$ cat config.mk
export PLATFORM = sky130hd
export DESIGN_NAME = tdcr_readout
export DESIGN_NICKNAME = d
export VERILOG_FILES = /design/src/tdcr_pkg.sv /design/src/tdcr_hit_if.sv /design/src/tdcr_edge.sv /design/src/tdcr_readout.sv
export SDC_FILE = /design/constraint.sdc
export NUM_CORES = 1
export LEC_CHECK = 0
export BUFFER_PORTS_ARGS = -buffer_cell sky130_fd_sc_hd__buf_2
export CAP_MARGIN = 20
export CORE_MARGIN = 1.5
export CORE_UTILIZATION = 40
export DETAILED_ROUTE_END_ITERATION = 10
export MAX_ROUTING_LAYER = met4
export PLACE_DENSITY = 0.64
export RECOVER_POWER = 25
export REMOVE_ABC_BUFFERS = 1
export SYNTH_ARGS = -nofsm -noshare
export SYNTH_HDL_FRONTEND = slang
export SYNTH_SLANG_ARGS = --single-unit
$ cat constraint.sdc
create_clock -name core_clk -period 9 [get_ports core_clk]
set_input_delay 0.9 -clock core_clk [delete_from_list [all_inputs] [get_ports core_clk]]
set_output_delay 0.9 -clock core_clk [all_outputs]
set_load 0.005 [all_outputs]
$ cat src/tdcr_pkg.sv
// shared constants and types of the tdc result read-out
package tdcr_pkg;
  // register and field widths
  localparam int RES_W = 32;
  localparam int STAT_W = 16;
  localparam int ECHO_W = 8;
  localparam int INT_W = 20;
  localparam int FRAC_W = 16;
  localparam int CNT_W = 3;
  localparam int PTR_W = 3;
  localparam int PRE_W = 14;
  localparam int GRAD_W = 16;
  localparam int OP_W = 8;
  localparam int DIV_STEPS = INT_W + FRAC_W;
  // read addresses and opcodes
  localparam logic [2:0] ADR_STAT = 3'h4;
  localparam logic [2:0] ADR_ECHO = 3'h5;
  localparam logic [4:0] OP_RD_PFX = 5'h16;
  localparam logic [OP_W-1:0] OP_INIT = 8'h70;
  // status field positions
  localparam int ST_PTR_LSB = 0;
  localparam int ST_HIT1_LSB = 3;
  localparam int ST_HIT2_LSB = 6;
  localparam int ST_TMO_BIT = 9;
  localparam int ST_PRE_BIT = 10;
  localparam int ST_OPEN_BIT = 11;
  localparam int ST_SHORT_BIT = 12;
  // hit and divider limits
  localparam logic [CNT_W-1:0] HIT_MAX = 3'h4;
  localparam logic [1:0] DIV_SH_MAX = 2'h2;
  localparam logic [FRAC_W-1:0] SAT_POS = 16'h7fff;
  localparam logic [FRAC_W-1:0] SAT_NEG = 16'h8000;
  localparam logic [RES_W-1:0] RES_OVF = 32'hffff_ffff;
  // timing, core clock 250 MHz
  localparam int CLK_PERIOD_PS = 4000;
  localparam int TIMEOUT_NS = 1800;
  localparam int VALID_UNCAL_NS = 560;
  localparam int VALID_CAL_NS = 4600;
  localparam int TIMEOUT_CYC = TIMEOUT_NS * 1000 / CLK_PERIOD_PS;
  localparam int VALID_UNCAL_CYC = VALID_UNCAL_NS * 1000 / CLK_PERIOD_PS;
  localparam int VALID_CAL_CYC = VALID_CAL_NS * 1000 / CLK_PERIOD_PS;
  // measurement sequence
  typedef enum logic [2:0] {ST_IDLE, ST_ARMED, ST_MEAS, ST_CAL, ST_ALU} tdcr_state_t;
endpackage

$ cat src/tdcr_hit_if.sv
// one start or stop channel between the core and its edge detector
`timescale 1ns/1ps
`default_nettype none
interface tdcr_hit_if;
  logic pin;
  logic en;
  logic invert;
  logic both;
  logic hit;
  modport src (output pin, output en, output invert, output both, input hit);
  modport det (input pin, input en, input invert, input both, output hit);
endinterface // tdcr_hit_if
`default_nettype wire

$ cat src/tdcr_edge.sv
// edge selection and enable gating for one input channel
`timescale 1ns/1ps
`default_nettype none
module tdcr_edge
  import tdcr_pkg::*;
(
  // clock and reset
  input wire logic core_clk,
  input wire logic rstn,
  // channel
  tdcr_hit_if.det h
);
  logic lvl;
  logic lvl_ff;
  logic hit_ff;

  // inverter in front makes rising-only also serve falling edges
  assign lvl = h.pin ^ h.invert;

  // previous level; reset loads the live level so release gives no false edge
  always_ff @(posedge core_clk)
  begin
    if (!rstn)
      lvl_ff <= lvl;
    else
      lvl_ff <= lvl;
  end

  always_ff @(posedge core_clk)
  begin
    if (!rstn)
      hit_ff <= 1'b0;
    else
      hit_ff <= h.en & (lvl ^ lvl_ff) & (h.both | lvl);
  end
  assign h.hit = hit_ff;
endmodule // tdcr_edge
`default_nettype wire

$ cat src/tdcr_readout.sv
// tdc result registers, status, serial read-out and range-1 measuring core
// How it works
// - four 32-bit 16.16 result registers at read addresses 0 to 3.
// - 16-bit status at address 4, bits 2-0 next free result index.
// - status bits 5-3 and 8-6 count stop channel 1 and 2 hits.
// - status bit 9 set when the measuring unit times out.
// - status bit 10 set when the 14-bit range-2 precounter overflows.
// - bits 11/12 flag open/shorted sensor; bits 15-13 read zero.
// - address 5 returns top byte of configuration register 1.
// - negative results only in range 1; range 2 unsigned.
// - uncalibrated results only in range 1; range 2 always calibrated.
// - range 1 calibrated beyond two calibration periods writes all ones.
// - calibrated results count internal reference periods, divider 1, 2 or 4.
// - calibrated results two's complement, shifted out weight 2^15 first.
// - uncalibrated 16-bit signed count in high half, low half zero.
// - range 1 measures two stop channels against one start, four hits each.
// - start begins, stop ends; 20-bit interval from coarse counter.
// - range 1 interval limited near 1.8 us, then timeout.
// - calibration measures one and two reference periods, keeps both.
// - result valid within 560 ns uncalibrated, 4.6 us calibrated.
// - each input picks rising or falling edge; only the two stop inputs can also take both edges.
// - each start/stop input has an active-high enable.
// - host sends read opcode with address; device shifts 8/16/32 bits MSB first.
// - each new result advances the load pointer by one.
`timescale 1ns/1ps
`default_nettype none
module tdcr_readout
  import tdcr_pkg::*;
#(
  parameter int REF_CYC = 8 // external reference period in core clocks
)(
  // clock and reset
  input wire logic core_clk,
  input wire logic rstn,
  // serial link
  input wire logic spi_ss_n,
  input wire logic spi_sck,
  input wire logic spi_mosi,
  output logic spi_miso,
  output logic spi_miso_oe,
  // measurement inputs
  input wire logic start_in,
  input wire logic stop_one_in,
  input wire logic stop_two_in,
  input wire logic start_en,
  input wire logic stop_one_en,
  input wire logic stop_two_en,
  // configuration
  input wire logic cfg_calibrate,
  input wire logic long_interval_range,
  input wire logic [1:0] reference_divider_setting,
  input wire logic invert_start_input,
  input wire logic invert_stop_one_input,
  input wire logic invert_stop_two_input,
  input wire logic [1:0] both_edges_select,
  input wire logic [CNT_W-1:0] hits_expected_one,
  input wire logic [CNT_W-1:0] hits_expected_two,
  input wire logic alu_stop_diff,
  input wire logic [ECHO_W-1:0] cfg_reg1_hi,
  // temperature sensor faults
  input wire logic sensor_open,
  input wire logic sensor_short
);
  tdcr_state_t st_ff;
  tdcr_state_t nxt_st;
  logic [2:0] hit_v;
  logic [2:0] pin_v;
  logic [2:0] en_v;
  logic [2:0] inv_v;
  logic [2:0] both_v;
  logic [INT_W-1:0] icnt_ff;
  logic [INT_W-1:0] t_s1_ff;
  logic [INT_W-1:0] t_s2_ff;
  logic [CNT_W-1:0] hc1_ff;
  logic [CNT_W-1:0] hc2_ff;
  logic [GRAD_W-1:0] rcnt_ff;
  logic [PRE_W-1:0] pcnt_ff;
  logic [GRAD_W-1:0] cal1_ff;
  logic [GRAD_W-1:0] cal2_ff;
  logic tmo_ff;
  logic pre_ff;
  logic open_ff;
  logic short_ff;
  logic [PTR_W-1:0] ptr_ff;
  logic [RES_W-1:0] res_ff [4];
  logic [DIV_STEPS-1:0] dvd_ff;
  logic [GRAD_W-1:0] rem_ff;
  logic [5:0] acnt_ff;
  logic [STAT_W-1:0] stat;
  logic range2;
  logic cal_on;
  logic sel2;
  logic [1:0] div_sh;
  logic [GRAD_W-1:0] grad;
  logic [GRAD_W-1:0] gradient;
  logic meas_tmo;
  logic pre_ovf;
  logic hits_done;
  logic meas_end;
  logic have_hits;
  logic [INT_W:0] diff;
  logic [INT_W:0] mag;
  logic ovf;
  logic [GRAD_W:0] trial;
  logic ge;
  logic alu_done;
  logic wr_en;
  logic [RES_W-1:0] wr_val;
  logic init_ff;
  logic sck_d_ff;
  logic rd_ff;
  logic [3:0] bcnt_ff;
  logic [OP_W-1:0] op_ff;
  logic [RES_W-1:0] sh_ff;
  logic miso_ff;
  logic [OP_W-1:0] opn;
  logic [RES_W-1:0] rdata;
  logic sck_rise;
  logic sck_fall;
  logic [11:0] lat_ff;

  // one start and two stop channels through edge detectors
  assign pin_v = {stop_two_in, stop_one_in, start_in};
  assign en_v = {stop_two_en, stop_one_en, start_en};
  assign inv_v = {invert_stop_two_input, invert_stop_one_input, invert_start_input};
  assign both_v = {both_edges_select, 1'b0};
  tdcr_hit_if ch [3] ();
  for (genvar i = 0; i < 3; i++)
  begin : g_ch
    assign ch[i].pin = pin_v[i];
    assign ch[i].en = en_v[i];
    assign ch[i].invert = inv_v[i];
    assign ch[i].both = both_v[i];
    assign hit_v[i] = ch[i].hit;
    tdcr_edge u_edge (.core_clk(core_clk), .rstn(rstn), .h(ch[i]));
  end

  // mode decode
  // range 2 forces calibration
  assign range2 = long_interval_range;
  assign cal_on = cfg_calibrate | range2;
  // range 2 only measures stop minus start, never negative
  assign sel2 = alu_stop_diff & ~range2;
  // internal reference is external divided by 1, 2 or 4
  assign div_sh = (reference_divider_setting > DIV_SH_MAX) ? DIV_SH_MAX : reference_divider_setting;
  assign grad = GRAD_W'(REF_CYC) << div_sh;
  assign gradient = cal2_ff - cal1_ff;

  // end-of-measurement conditions
  // range 1 limit near 1.8 us
  assign meas_tmo = ~range2 & (icnt_ff == INT_W'(TIMEOUT_CYC - 1));
  assign pre_ovf = range2 & (pcnt_ff == '1) & (rcnt_ff == grad - 1'b1);
  assign hits_done = (hc1_ff >= hits_expected_one || hc1_ff == HIT_MAX)
    && (range2 || hc2_ff >= hits_expected_two || hc2_ff == HIT_MAX);
  assign meas_end = hits_done | meas_tmo | pre_ovf;
  assign have_hits = (hc1_ff != '0) && (!sel2 || hc2_ff != '0);

  // sequence control
  always_comb
  begin
    nxt_st = st_ff;
    unique case (st_ff)
      ST_IDLE: nxt_st = ST_IDLE;
      ST_ARMED: if (hit_v[0]) nxt_st = ST_MEAS;
      ST_MEAS: if (meas_end) nxt_st = !have_hits ? ST_IDLE : (cal_on ? ST_CAL : ST_ALU);
      ST_CAL: if (icnt_ff == {grad, 1'b0}) nxt_st = ST_ALU;
      ST_ALU: if (alu_done) nxt_st = ST_IDLE;
    endcase
  end

  // init arms for a new start
  always_ff @(posedge core_clk)
  begin
    if (!rstn)
      st_ff <= ST_IDLE;
    else if (init_ff)
      st_ff <= ST_ARMED;
    else
      st_ff <= nxt_st;
  end

  // coarse interval counter from start, saturating
  always_ff @(posedge core_clk)
  begin
    if (!rstn)
      icnt_ff <= '0;
    else if (st_ff == ST_ARMED || (st_ff == ST_MEAS && meas_end))
      icnt_ff <= '0;
    else if (icnt_ff != '1)
      icnt_ff <= icnt_ff + 1'b1;
  end

  always_ff @(posedge core_clk)
  begin
    if (!rstn || st_ff != ST_MEAS)
    begin
      rcnt_ff <= '0;
      pcnt_ff <= '0;
    end
    else if (rcnt_ff == grad - 1'b1)
    begin
      rcnt_ff <= '0;
      pcnt_ff <= pcnt_ff + 1'b1;
    end
    else
      rcnt_ff <= rcnt_ff + 1'b1;
  end

  // count up to four hits per stop channel, stamp the first
  // hit counts cleared on init
  // stamp is one ahead: the counter restarts a cycle after the start hit
  always_ff @(posedge core_clk)
  begin
    if (!rstn || init_ff)
    begin
      hc1_ff <= '0;
      hc2_ff <= '0;
      t_s1_ff <= '0;
      t_s2_ff <= '0;
    end
    else if (st_ff == ST_MEAS)
    begin
      if (hit_v[1] && hc1_ff != HIT_MAX)
        hc1_ff <= hc1_ff + 1'b1;
      if (hit_v[1] && hc1_ff == '0)
        t_s1_ff <= icnt_ff + 1'b1;
      if (hit_v[2] && !range2 && hc2_ff != HIT_MAX)
        hc2_ff <= hc2_ff + 1'b1;
      if (hit_v[2] && !range2 && hc2_ff == '0)
        t_s2_ff <= icnt_ff + 1'b1;
    end
  end

  // timeout flag; set wins over the init clear
  always_ff @(posedge core_clk)
  begin
    if (!rstn)
    begin
      tmo_ff <= 1'b0;
      pre_ff <= 1'b0;
    end
    else
    begin
      tmo_ff <= (st_ff == ST_MEAS && meas_tmo) | (tmo_ff & ~init_ff);
      pre_ff <= (st_ff == ST_MEAS && pre_ovf) | (pre_ff & ~init_ff);
    end
  end

  // sensor fault flags, sticky until init
  always_ff @(posedge core_clk)
  begin
    if (!rstn)
    begin
      open_ff <= 1'b0;
      short_ff <= 1'b0;
    end
    else
    begin
      open_ff <= sensor_open | (open_ff & ~init_ff);
      short_ff <= sensor_short | (short_ff & ~init_ff);
    end
  end

  // keep one- and two-period calibration counts
  always_ff @(posedge core_clk)
  begin
    if (!rstn)
    begin
      cal1_ff <= '0;
      cal2_ff <= '0;
    end
    else if (st_ff == ST_CAL && icnt_ff == INT_W'(grad))
      cal1_ff <= icnt_ff[GRAD_W-1:0];
    else if (st_ff == ST_CAL && icnt_ff == {grad, 1'b0})
      cal2_ff <= icnt_ff[GRAD_W-1:0];
  end

  // signed interval; magnitude goes through the divider
  assign diff = sel2 ? ({1'b0, t_s2_ff} - {1'b0, t_s1_ff}) : {1'b0, t_s1_ff};
  assign mag = diff[INT_W] ? -diff : diff;
  // beyond two calibration periods the quotient overflows
  assign ovf = mag >= (INT_W+1)'({gradient, 1'b0});
  assign trial = {rem_ff, dvd_ff[DIV_STEPS-1]};
  assign ge = trial >= {1'b0, gradient};
  assign alu_done = ~cal_on | (acnt_ff == 6'(DIV_STEPS));

  // restoring divider, one quotient bit a cycle; slow but tiny
  always_ff @(posedge core_clk)
  begin
    if (!rstn)
    begin
      dvd_ff <= '0;
      rem_ff <= '0;
      acnt_ff <= '0;
    end
    else if (st_ff != ST_ALU)
    begin
      dvd_ff <= {mag[INT_W-1:0], {FRAC_W{1'b0}}};
      rem_ff <= '0;
      acnt_ff <= '0;
    end
    else if (!alu_done)
    begin
      rem_ff <= ge ? GRAD_W'(trial - {1'b0, gradient}) : trial[GRAD_W-1:0];
      dvd_ff <= {dvd_ff[DIV_STEPS-2:0], ge};
      acnt_ff <= acnt_ff + 1'b1;
    end
  end

  // result formatting
  assign wr_en = (st_ff == ST_ALU) & alu_done;
  always_comb
  begin
    wr_val = '0;
    // uncalibrated saturated count in high half
    if (!cal_on)
      wr_val = {(diff[INT_W:FRAC_W-1] == '0 || diff[INT_W:FRAC_W-1] == '1) ? diff[FRAC_W-1:0]
        : (diff[INT_W] ? SAT_NEG : SAT_POS), {FRAC_W{1'b0}}};
    else if (!range2 && ovf)
      wr_val = RES_OVF;
    // two's complement for negative calibrated values
    else if (diff[INT_W] && !range2)
      wr_val = -dvd_ff[RES_W-1:0];
    else
      wr_val = dvd_ff[RES_W-1:0];
  end

  always_ff @(posedge core_clk)
  begin
    if (!rstn || init_ff)
      ptr_ff <= '0;
    else if (wr_en)
      ptr_ff <= ptr_ff + 1'b1;
  end
  always_ff @(posedge core_clk)
  begin
    if (!rstn)
      res_ff <= '{default: '0};
    else if (wr_en)
      res_ff[ptr_ff[1:0]] <= wr_val;
  end

  always_comb
  begin
    stat = '0;
    stat[ST_PTR_LSB +: PTR_W] = ptr_ff;
    stat[ST_HIT1_LSB +: CNT_W] = hc1_ff;
    stat[ST_HIT2_LSB +: CNT_W] = hc2_ff;
    stat[ST_TMO_BIT] = tmo_ff;
    stat[ST_PRE_BIT] = pre_ff;
    stat[ST_OPEN_BIT] = open_ff;
    stat[ST_SHORT_BIT] = short_ff;
  end

  // serial link, sampled on the core clock
  assign sck_rise = spi_sck & ~sck_d_ff;
  assign sck_fall = ~spi_sck & sck_d_ff;
  assign opn = {op_ff[OP_W-2:0], spi_mosi};
  // echo byte; unmapped addresses read zero
  always_comb
  begin
    rdata = '0;
    if (opn[2] == 1'b0)
      rdata = res_ff[opn[1:0]];
    else if (opn[2:0] == ADR_STAT)
      rdata = {stat, {(RES_W-STAT_W){1'b0}}};
    else if (opn[2:0] == ADR_ECHO)
      rdata = {cfg_reg1_hi, {(RES_W-ECHO_W){1'b0}}};
  end

  always_ff @(posedge core_clk)
  begin
    if (!rstn)
      sck_d_ff <= 1'b0;
    else
      sck_d_ff <= spi_sck;
  end

  // opcode in on rising sck, data out MSB first on falling sck
  always_ff @(posedge core_clk)
  begin
    if (!rstn || spi_ss_n)
    begin
      bcnt_ff <= '0;
      op_ff <= '0;
      rd_ff <= 1'b0;
      sh_ff <= '0;
      init_ff <= 1'b0;
    end
    else
    begin
      init_ff <= 1'b0;
      if (sck_rise && !rd_ff && bcnt_ff != 4'(OP_W))
      begin
        op_ff <= opn;
        bcnt_ff <= bcnt_ff + 1'b1;
        if (bcnt_ff == 4'(OP_W - 1) && opn[OP_W-1:3] == OP_RD_PFX)
        begin
          rd_ff <= 1'b1;
          sh_ff <= rdata;
        end
        init_ff <= (bcnt_ff == 4'(OP_W - 1)) && (opn == OP_INIT);
      end
      else if (sck_fall && rd_ff)
        sh_ff <= {sh_ff[RES_W-2:0], 1'b0};
    end
  end

  always_ff @(posedge core_clk)
  begin
    if (!rstn)
      miso_ff <= 1'b0;
    else if (sck_fall && rd_ff && !spi_ss_n)
      miso_ff <= sh_ff[RES_W-1];
  end
  assign spi_miso = miso_ff;
  assign spi_miso_oe = ~spi_ss_n;

  // helper: cycles spent after the last hit
  always_ff @(posedge core_clk)
  begin
    if (!rstn || (st_ff != ST_CAL && st_ff != ST_ALU))
      lat_ff <= '0;
    else
      lat_ff <= lat_ff + 1'b1;
  end
endmodule // tdcr_readout
`default_nettype wire

==> Word level (Yosys, flattened, before mapping) <==
Index checks and enable logic that the tools add are counted.
{ "classes": {"add_sub_neg": 14, "multipliers": 0, "div_mod_pow": 0, "magnitude_cmp": 8, "eq_ne": 34, "n_shift": 1, "mux": 31, "bitwise": 44, "reduce_logical": 56} }
{ "op_table": {"columns": ["cell", "count"], "rows": [
  ["32-bit 2-to-1 mux", 12],
  ["128-bit bitwise mux", 1],
  ["36-bit 2-to-1 mux", 2],
  ["32-bit binary-select mux with 2-bit select", 1],
  ["32-bit demux with 2-bit select", 1],
  ["16-bit 2-to-1 mux", 3],
  ["21-bit 2-to-1 mux", 2],
  ["32-bit negation", 1],
  ["16-bit subtractor", 2],
  ["21-bit by 17-bit >= comparator with 1-bit output", 1],
  ["1-bit logical AND", 21],
  ["21-bit negation", 1],
  ["20-bit by 20-bit subtractor with 21-bit output", 1],
  ["20-bit by 1-bit adder with 20-bit output (second input constant)", 1],
  ["20-bit by 16-bit equality test with 1-bit output", 1],
  ["20-bit by 17-bit equality test with 1-bit output", 1],
  ["20-bit by 9-bit equality test with 1-bit output (second input constant)", 1],
  ["20-bit inequality test (second input constant)", 1],
  ["3-bit 2-to-1 mux", 6],
  ["1-bit AND", 17],
  ["17-bit by 16-bit >= comparator with 1-bit output", 1],
  ["16-bit by 1-bit adder with 16-bit output (second input constant)", 1],
  ["16-bit equality test", 1],
  ["4-bit by 2-bit left shift with 16-bit output (first input constant)", 1],
  ["38 further kinds", 107]
]} }
{ "totals": {"reg_bits": 377, "latchBits": 0, "ramBits": 0, "mem_bits_ro": 0, "input_bits": 37, "output_inout_bits": 2, "wordCells": 225, "mem_count": 0} }

==> Longest topological paths before layout <==
Gate-level depths: netlist of run 1.
{ "depth": {"ltp_word": 10, "ltp_mapped": 27, "mapped_depth_nobuf": 24} }

==> By module <==
Synthesis of run 1 repeated with hierarchy kept, for this count alone.
{ "unflattened": {"hier_cells": 2336, "area_unflattened_um2": 20210.6} }
{ "modules_own_cells": {"columns": ["module", "n_inst", "cells_each", "area_per_inst_um2", "seq_area_each_um2"], "rows": [
  ["tdcr_readout", 1, 2318, 19992.9, 7427.1],
  ["tdcr_edge", 3, 6, 72.6, 40.0]
]} }

==> Worst setup path after synthesis of run 1 <==
Ideal clock, no wire load.
{ "synth_path": {"path_type": "register to register", "from": "register t_s1_ff[0]", "to": "register res_ff[22] (netlist bit)", "setup_time_ps": 122, "t_arrival_ps": 5469, "t_required_ps": 8878, "slack_ps": 3409, "path_stages_with_launch": 27, "n_path_buf": 3, "synth_period_minus_slack_ps": 5591, "cell_sequence": "dfxtp_1 ha_1 inv_1 fa_1 a21o_1 a22oi_1 a211o_1 a2111oi_4 o211a_1 a2111o_1 clkbuf_1 clkbuf_1 a21oi_1 xnor2_1 ha_1 a21o_1 a21o_1 a21o_1 a21oi_1 nor2_1 a2111oi_0 o21ai_0 a21oi_1 o31ai_4 nor4b_4 buf_6 o21ai_1"} }
{ "synth_via": {"elab_chain_cells": 9, "elab_cells_between_ends": 16, "classes_between": "add/sub: 2; order compare: 1; eq/ne: 1; mux: 8; reduce/logical: 4"} }
{ "synth_lines": {"columns": ["element", "line_no", "rtl"], "rows": [
  ["start, declared", "tdcr_readout.sv:72", "logic [INT_W-1:0] t_s1_ff;"],
  ["start signal, assigned", "tdcr_readout.sv:226", "t_s1_ff <= icnt_ff + 1'b1;"],
  ["20-bit by 20-bit subtractor with 21-bit output", "tdcr_readout.sv:279", "assign diff = sel2 ? ({1'b0, t_s2_ff} - {1'b0, t_s1_ff}) : {1'b0, t_s1_ff};"],
  ["21-bit 2-to-1 mux *", "tdcr_readout.sv:279", null],
  ["21-bit negation", "tdcr_readout.sv:280", "assign mag = diff[INT_W] ? -diff : diff;"],
  ["21-bit 2-to-1 mux", "tdcr_readout.sv:280", null],
  ["21-bit by 17-bit >= comparator with 1-bit output", "tdcr_readout.sv:282", "assign ovf = mag >= (INT_W+1)'({gradient, 1'b0});"],
  ["1-bit logical AND", "tdcr_readout.sv:319", "else if (!range2 && ovf)"],
  ["32-bit 2-to-1 mux", "tdcr_readout.sv:319", null],
  ["32-bit 2-to-1 mux *", "tdcr_readout.sv:316", "if (!cal_on)"],
  ["128-bit bitwise mux *", "tdcr_readout.sv:340", "res_ff[ptr_ff[1:0]] <= wr_val;"],
  ["end signal, assigned by index", "tdcr_readout.sv:340", null],
  ["end, declared", "tdcr_readout.sv:85", "logic [RES_W-1:0] res_ff [4];"]
]} }
Every way passes the cells marked *; elsewhere a longest branch is shown, timed or not.
A chain may end at the register's enable or synchronous reset.

==> Worst setup path in the final report of run 1 <==
{ "layout_path": {"from": "register t_s1_ff[0]", "to": "register res_ff[86] (netlist bit)"} }
Same word-level chain as after synthesis.

==> summary.txt, run 1 <==
Floorplanning
  • DIE WIDTH: ~230 um
  • Starting Density: 0.407
  • Chip height: 229 um
  • I/O pin cnt: 39
  • Die Area: 52500 um2
  • Core area: 50300 um2
  • FP Rows: 82

Global routing
  • Pin count of the biggest net entering global routing: around 70
  • GRT Overall Usage: 0.217
  • Global-route wire length before repair: 90500 um
  • Initial antenna violation count: 0
  • Grt ovf: 0
  • Number of global-route vias before repair: 16926

Route
  • Initial DRC count: roughly 1200
  • Via-to-Cell Ratio: 5.76
  • Met3 Wirelength: between 3000 and 4000 um
  • DR WL met2: approximately 25000 um
  • Drt first pass iters: 7
  • DR vias: 17742
  • Final WL: approximately 56000 um
  • # DRC: 0
  • Top layer reached by signal wires: met4
  • Routed WL per cell: 18.2 um
  • Antenna violation net count after detailed routing: 0
  • Wl on met1: approximately 26000 um

Synthesis
  • Sequential area share after synthesis: 0.369
  • Post-synthesis register bit count: 377
  • Area leader, netlist: dfxtp_1
  • Ys Warns: 0
  • Top cells by count, synth: dfxtp_1 (377), nand2_1 (305), nor2_1 (210), a21oi_1 (148), clkbuf_1 (128)
  • Top post-synthesis cells by area: dfxtp_1 (37%), ha_1 (5.6%), nand2_1 (5.6%)
  • Synth top area share: 0.369
  • Distinct cells, synth: 79
  • Most common cell in the netlist: dfxtp_1
  • Synthesized area: 20400 um2
  • Ys flop type: dfxtp_1
  • Synth async-reset ratio: 0
  • Post-synthesis cell count: 2416
  • Number of synthesized flops with an enable pin: 0
  • Avg Inst Size Synth: roughly 8.5 um2

STA
  • RSZ-0062 raised after global routing: false
  • Max Clock Freq: 0.147 GHz
  • Worst rel slew slack: -0.717
  • Period utilization: 0.755
  • Setup TNS: 0 ps
  • Worst Tran Pin Value: 2580 ps
  • Final Setup Violations: 0
  • Clock skew: around 33 ps
  • Post-layout min period: a little under 7000 ps
  • Hold Vio Cnt, Final: 0
  • Count of pins over their slew limit: 151

Finish
  • Final net count: 2507
  • Layout fillers: 4950
  • Share of post-route cells with drive strength above 1: 0.0889
  • Area added between synthesis and finish: 10.9%

Power and ir drop
  • Leak: 0.00873 uW
  • Peak supply drop: 135 uV
  • Final Power: ~3700 uW
  • Power Density: 162 nW/um2

Flow run
  • Max Cap Viol: 3

Placement
  • GP Congestion: around 0.91
  • Port buffer count: 38
  • Dpl hpwl: 38200 um

Worst setup path
  • Critical Path RT: approximately 9400 ps
  • Crit-path max FO: 60
  • Critical path class: flop to flop
  • CP arrival: 7230 ps
  • Startpoint types: flop
  • Worst Setup End Kind: flop

Hold path
  • HP Class: flop to flop

Clocking
  • Post-CTS resize count: 0
  • Post-CTS setup buffer count: 0
  • CTS root buf: clkbuf_16
  • Sinks on Clock Net: about 380
  • Worst-path clk slew: 60 ps
  • Longest Clk Path Bufs: 3
  • H-tree levels: 2
  • Clk_lat worst skew: 590 ps
  • Total CTS buffers: between 40 and 50
  • CTS tree: done
  • Hold Buf Count CTS: 0

Outcome
  • Failing checks: capacitance limit, slew limit
  • Status: complete, but fails checks
[cell usage in the layout (no fill, tap or decap), drive strengths merged, types with 45 or more instances in the layout]
master and n:
a21oi 148, a211oi 45, clkbuf 65, xnor2 87
xor2 56, nand3 73, nand2 305, ha 92
a22oi 66, o21ai 140, a32oi 62, inv 91
dfxtp 377, buf 69, nor3 46, nor2 210
[where the power goes]
part           switching [uW]  internal, uW
registers                4.08          1670
logic                     114          45.4
clock network             738          1100
[area by class of cell]
class                      instances  area, um2  area share
clock buffer                      58       1220      0.0540
antenna                            1       2.50    0.000110
timing repair buffer              76        494      0.0218
inverter                          91        342      0.0151
multi-input combinational       1785      12000       0.527
clock inverter                    20        267      0.0118
sequential                       377       7550       0.333
tap                              672        841      0.0371
[worst max-delay path, stage by stage, from the launching register on]
cell	delay (ps)
dfxtp_1	380
ha_1	190
inv_1	50
fa_1	430
a21o_1	210
a22oi_1	310
a211o_1	300
a2111oi_4	130
o211a_1	280
a2111o_1	720
a21oi_1	290
xnor2_1	110
ha_1	340
a21o_1	180
a21o_1	170
a21o_1	170
a21oi_1	150
nor2_1	60
a2111oi_0	540
o21ai_0	170
a21oi_1	270
o31ai_4	180
nor4b_4	270
buf_4	550
o21ai_1	160
[final timing paths]
check             start    endpoint  slack, ps  cells past startpoint
max          t_s1_ff[0]  res_ff[86]       2210                     24
min reg2reg    sh_ff[0]    sh_ff[0]        460                      2
max reg2reg  t_s1_ff[0]  res_ff[86]       2210                     24
min            sh_ff[0]    sh_ff[0]        460                      2
[kinds of logic (layout without fill, tap and decap cells)]
kind of cell / count (synthesis) / after routing / synth area share
compound gates: 648 / 648 / 0.218
xor+xnor: 143 / 143 / 0.0612
fa+ha+maj: 95 / 95 / 0.0592
buf+inv: 254 / 245 / 0.0497
flops: 377 / 377 / 0.369
mux: 72 / 72 / 0.0549
other cells: 0 / 1 / 0
simple gates: 827 / 827 / 0.187
[per-stage QoR]
stage                util  hold WS, ps  worst slack [ps]  area (um2)  std cells
floorplan               -          424              2300       19800       2253
global placement    0.420          441              2510       21100       2996
detailed placement  0.421          445              2300       21200       2998
CTS                 0.450          453              2250       22600       3076
global route        0.451          473              1820       22700       3079
finish              0.451          456              2210       22700       3080
[layer usage]
| metal | global-route usage | vias to the layer above |
|---|---|---|
| met5 | - | - |
| met4 | 0.0586 | 0 |
| met3 | 0.0388 | 85 |
| met2 | 0.337 | 543 |
| met1 | 0.290 | 8473 |
| li1 | - | 8641 |
[registers in the layout, summed over array words and instances (netlist names), 14 cells and up]
signal / cells
cal2_ff: 16
sh_ff: 32
res_ff: 128
t_s2_ff: 20
rcnt_ff: 16
cal1_ff: 16
pcnt_ff: 14
icnt_ff: 20
t_s1_ff: 20
rem_ff: 16
dvd_ff: 36
Note: power is estimated with default switching activity, not from simulation.
==> inputs of run 2 (changes only) <==
Settings changed: PLACE_DENSITY 0.64 to 0.66.
Clock period 9 ns to 6.2 ns, I/O delays scaled along.
==> summary.txt, run 2 (same netlist as run 1, synthesis figures left out) <==
Finish
  • Largest Register: res_ff
  • Layout Cells excl Fill: 3091 (+0.36%)
  • Max reg flops: 128 (unchanged)
  • Most common cell after layout, fill and taps aside: dfxtp_1
  • Share of post-route cells with drive strength above 1: 0.0901 (+0.00121)
  • Biggest regs: res_ff x128, dvd_ff x36, sh_ff x32
  • Antenna cells: 0 (-1)
  • Most frequent cells in the layout: dfxtp_1 (376), nand2_1 (305), nor2_1 (209)
  • Final net count: 2518 (+0.44%)
  • Final Util: 0.451 (about the same)
  • Area added between synthesis and finish: 11.0% (about the same)

Global routing
  • Grt ovf: 0 (unchanged)
  • Pin count of the biggest net entering global routing: 71 (unchanged)
  • Number of global-route vias before repair: 17021 (+0.56%)
  • Initial antenna violation count: 0 (unchanged)
  • GRT Overall Usage: 0.212 (-0.00497)
  • Global-route wire length before repair: 89500 um (-1.2%)

Hold path
  • HP Class: input port to flop
  • Hold path depth: 2 (unchanged)
  • Hold Startpoint: sensor_short
  • Hold Path Sink: short_ff

STA
  • Setup slack after layout: 412 ps (-1800 ps)
  • Post-layout min period: 5790 ps (-1000 ps)
  • Max Clock Freq: 0.173 GHz (+17%)
  • Setup TNS: 0 ps (unchanged)
  • Final Setup Violations: 0 (unchanged)
  • RSZ-0062 raised after global routing: false
  • Period utilization: 0.934 (+0.179)
  • Worst Tran Pin Value: 2110 ps (-467 ps)
  • Hold Vio Cnt, Final: 0 (unchanged)
  • Clock skew: 16.8 ps (-16.7 ps)
  • Worst rel slew slack: -0.406 (+0.311)
  • Count of pins over their slew limit: 92 (-39%)

Placement
  • Placed instance count: 3007 (+0.30%)
  • Port buffer count: 38 (unchanged)
  • GP Congestion: 0.893 (-2.2%)
  • Pre-CTS setup slack: 343 ps (-1960 ps)
  • Dpl hpwl: 38600 um (+1.1%)

Route
  • DR vias: 17899 (+0.88%)
  • # DRC: 0 (unchanged)
  • Routed WL per cell: 17.9 um (-1.5%)
  • Initial DRC count: 1356 (+12%)
  • Via-to-Cell Ratio: 5.79 (+0.53%)
  • Drt first pass iters: 5 (-2)
  • Final WL: 55300 um (-1.2%)
  • Antenna violation net count after detailed routing: 0 (unchanged)

Clocking
  • Worst-path clk slew: 60 ps (about the same)
  • H-tree levels: 2 (unchanged)
  • CTS tree: done
  • Longest Clk Path Bufs: 3 (unchanged)
  • Sinks on Clock Net: 377 (unchanged)
  • Hold Buf Count CTS: 0 (unchanged)
  • CTS root buf: clkbuf_16
  • Clk_lat worst skew: 590 ps (about the same)
  • Total CTS buffers: 43 (-2.3%)

Power and ir drop
  • Final Power: 5220 uW (+42%)
  • Peak supply drop: 173 uV (+28%)
  • Leak: 0.00873 uW (about the same)
  • Power Density: 230 nW/um2 (+42%)

Worst setup path
  • FF-to-FF setup slack: 410 ps (-1800 ps)
  • Crit-path max FO: 30 (-50%)
  • Startpoint types: flop
  • Critical path class: flop to flop
  • Critical Path RT: 6660 ps (-2780 ps)
  • R2R Path End: res_ff[87]
  • Worst Setup End Kind: flop
  • CP arrival: 6240 ps (-990 ps)
  • Worst r2r src: t_s1_ff[0]
  • Reg2Reg Depth: 25 (+4.2%)

Floorplanning
  • I/O pin cnt: 39 (unchanged)
  • Starting Density: 0.407 (unchanged)
  • Die Area: 52500 um2 (unchanged)
  • Core area: 50300 um2 (unchanged)
  • Chip height: 229 um (unchanged)
  • DIE WIDTH: 229 um (unchanged)
  • FP Rows: 82 (unchanged)

Outcome
  • Failing checks: capacitance limit, slew limit
  • Status: complete, but fails checks

Flow run
  • Max Cap Viol: 2 (-1)
## run 2: changes by cell type in the layout (fill, tap and decap cells not counted), sizes merged
| cell | change |
|---|---|
| clkbuf | +11 |
| buf | +9 |
| clkinv | -8 |
| inv | +3 |
| diode | -1 |
| bufinv | -3 |
## run 2: worst max-delay path by stage
stage	start	to	slack (ps)
after CTS	t_s1_ff[0]	res_ff[117]	270
final	t_s1_ff[0]	res_ff[87]	410
after floorplan	t_s1_ff[0]	res_ff[112]	-500
after detailed placement	t_s1_ff[0]	res_ff[117]	340
after global routing	t_s1_ff[0]	res_ff[21]	50
after global placement	t_s1_ff[0]	res_ff[122]	380
## run 2: layout make-up
type | instances | area, um2
fillers | 4868 | 27600
repair buffers | 88 | 598
inverters | 91 | 342
clock inverters | 12 | 156
clock buffers | 66 | 1250
flip-flops and latches | 377 | 7550
well taps | 672 | 841
multi-input cells | 1785 | 12000
## run 2: power by group
| part | switching, uW | total (uW) | internal [uW] |
|---|---|---|---|
| Clock | 1060 | 2550 | 1490 |
| Combinational | 167 | 237 | 70.5 |
| Sequential | 5.95 | 2440 | 2430 |
## run 2: metal layers
metal	GRT usage	vias to the layer above	share of wire
met1	0.276	8628	0.45
met4	0.0660	0	0.024
met3	0.0313	108	0.060
met2	0.340	508	0.46
met5	-	-	0
li1	-	8655	-
## run 2: what timing repair did
item                       CTS  global route
setup buffers                0             2
setup endpoints to repair    0           128
resized for setup            0             5
## run 2: stage by stage
step	area [um2]	hold slack, ps
after floorplan	19800	424
after global placement	21200	439
after detailed placement	21200	448
after CTS	22600	226
after global routing	22700	246
final	22700	239
## run 2: worst max-delay path, stage by stage, from the launching register on
cell and delay [ps]:
dfxtp_1 390, ha_1 190, inv_1 50, fa_1 430, a21o_1 200, a22oi_1 270
a211o_2 260, a2111oi_4 100, o211a_1 270, a2111o_1 430, a21oi_1 170, xnor2_1 170
ha_1 290, a21o_1 200, a21o_1 180, a21o_1 180, a21oi_1 150, nor2_1 70
a2111oi_1 340, o21ai_0 170, a21oi_2 200, o31ai_4 160, nor4b_4 260, buf_4 180
buf_8 220, o21ai_1 110
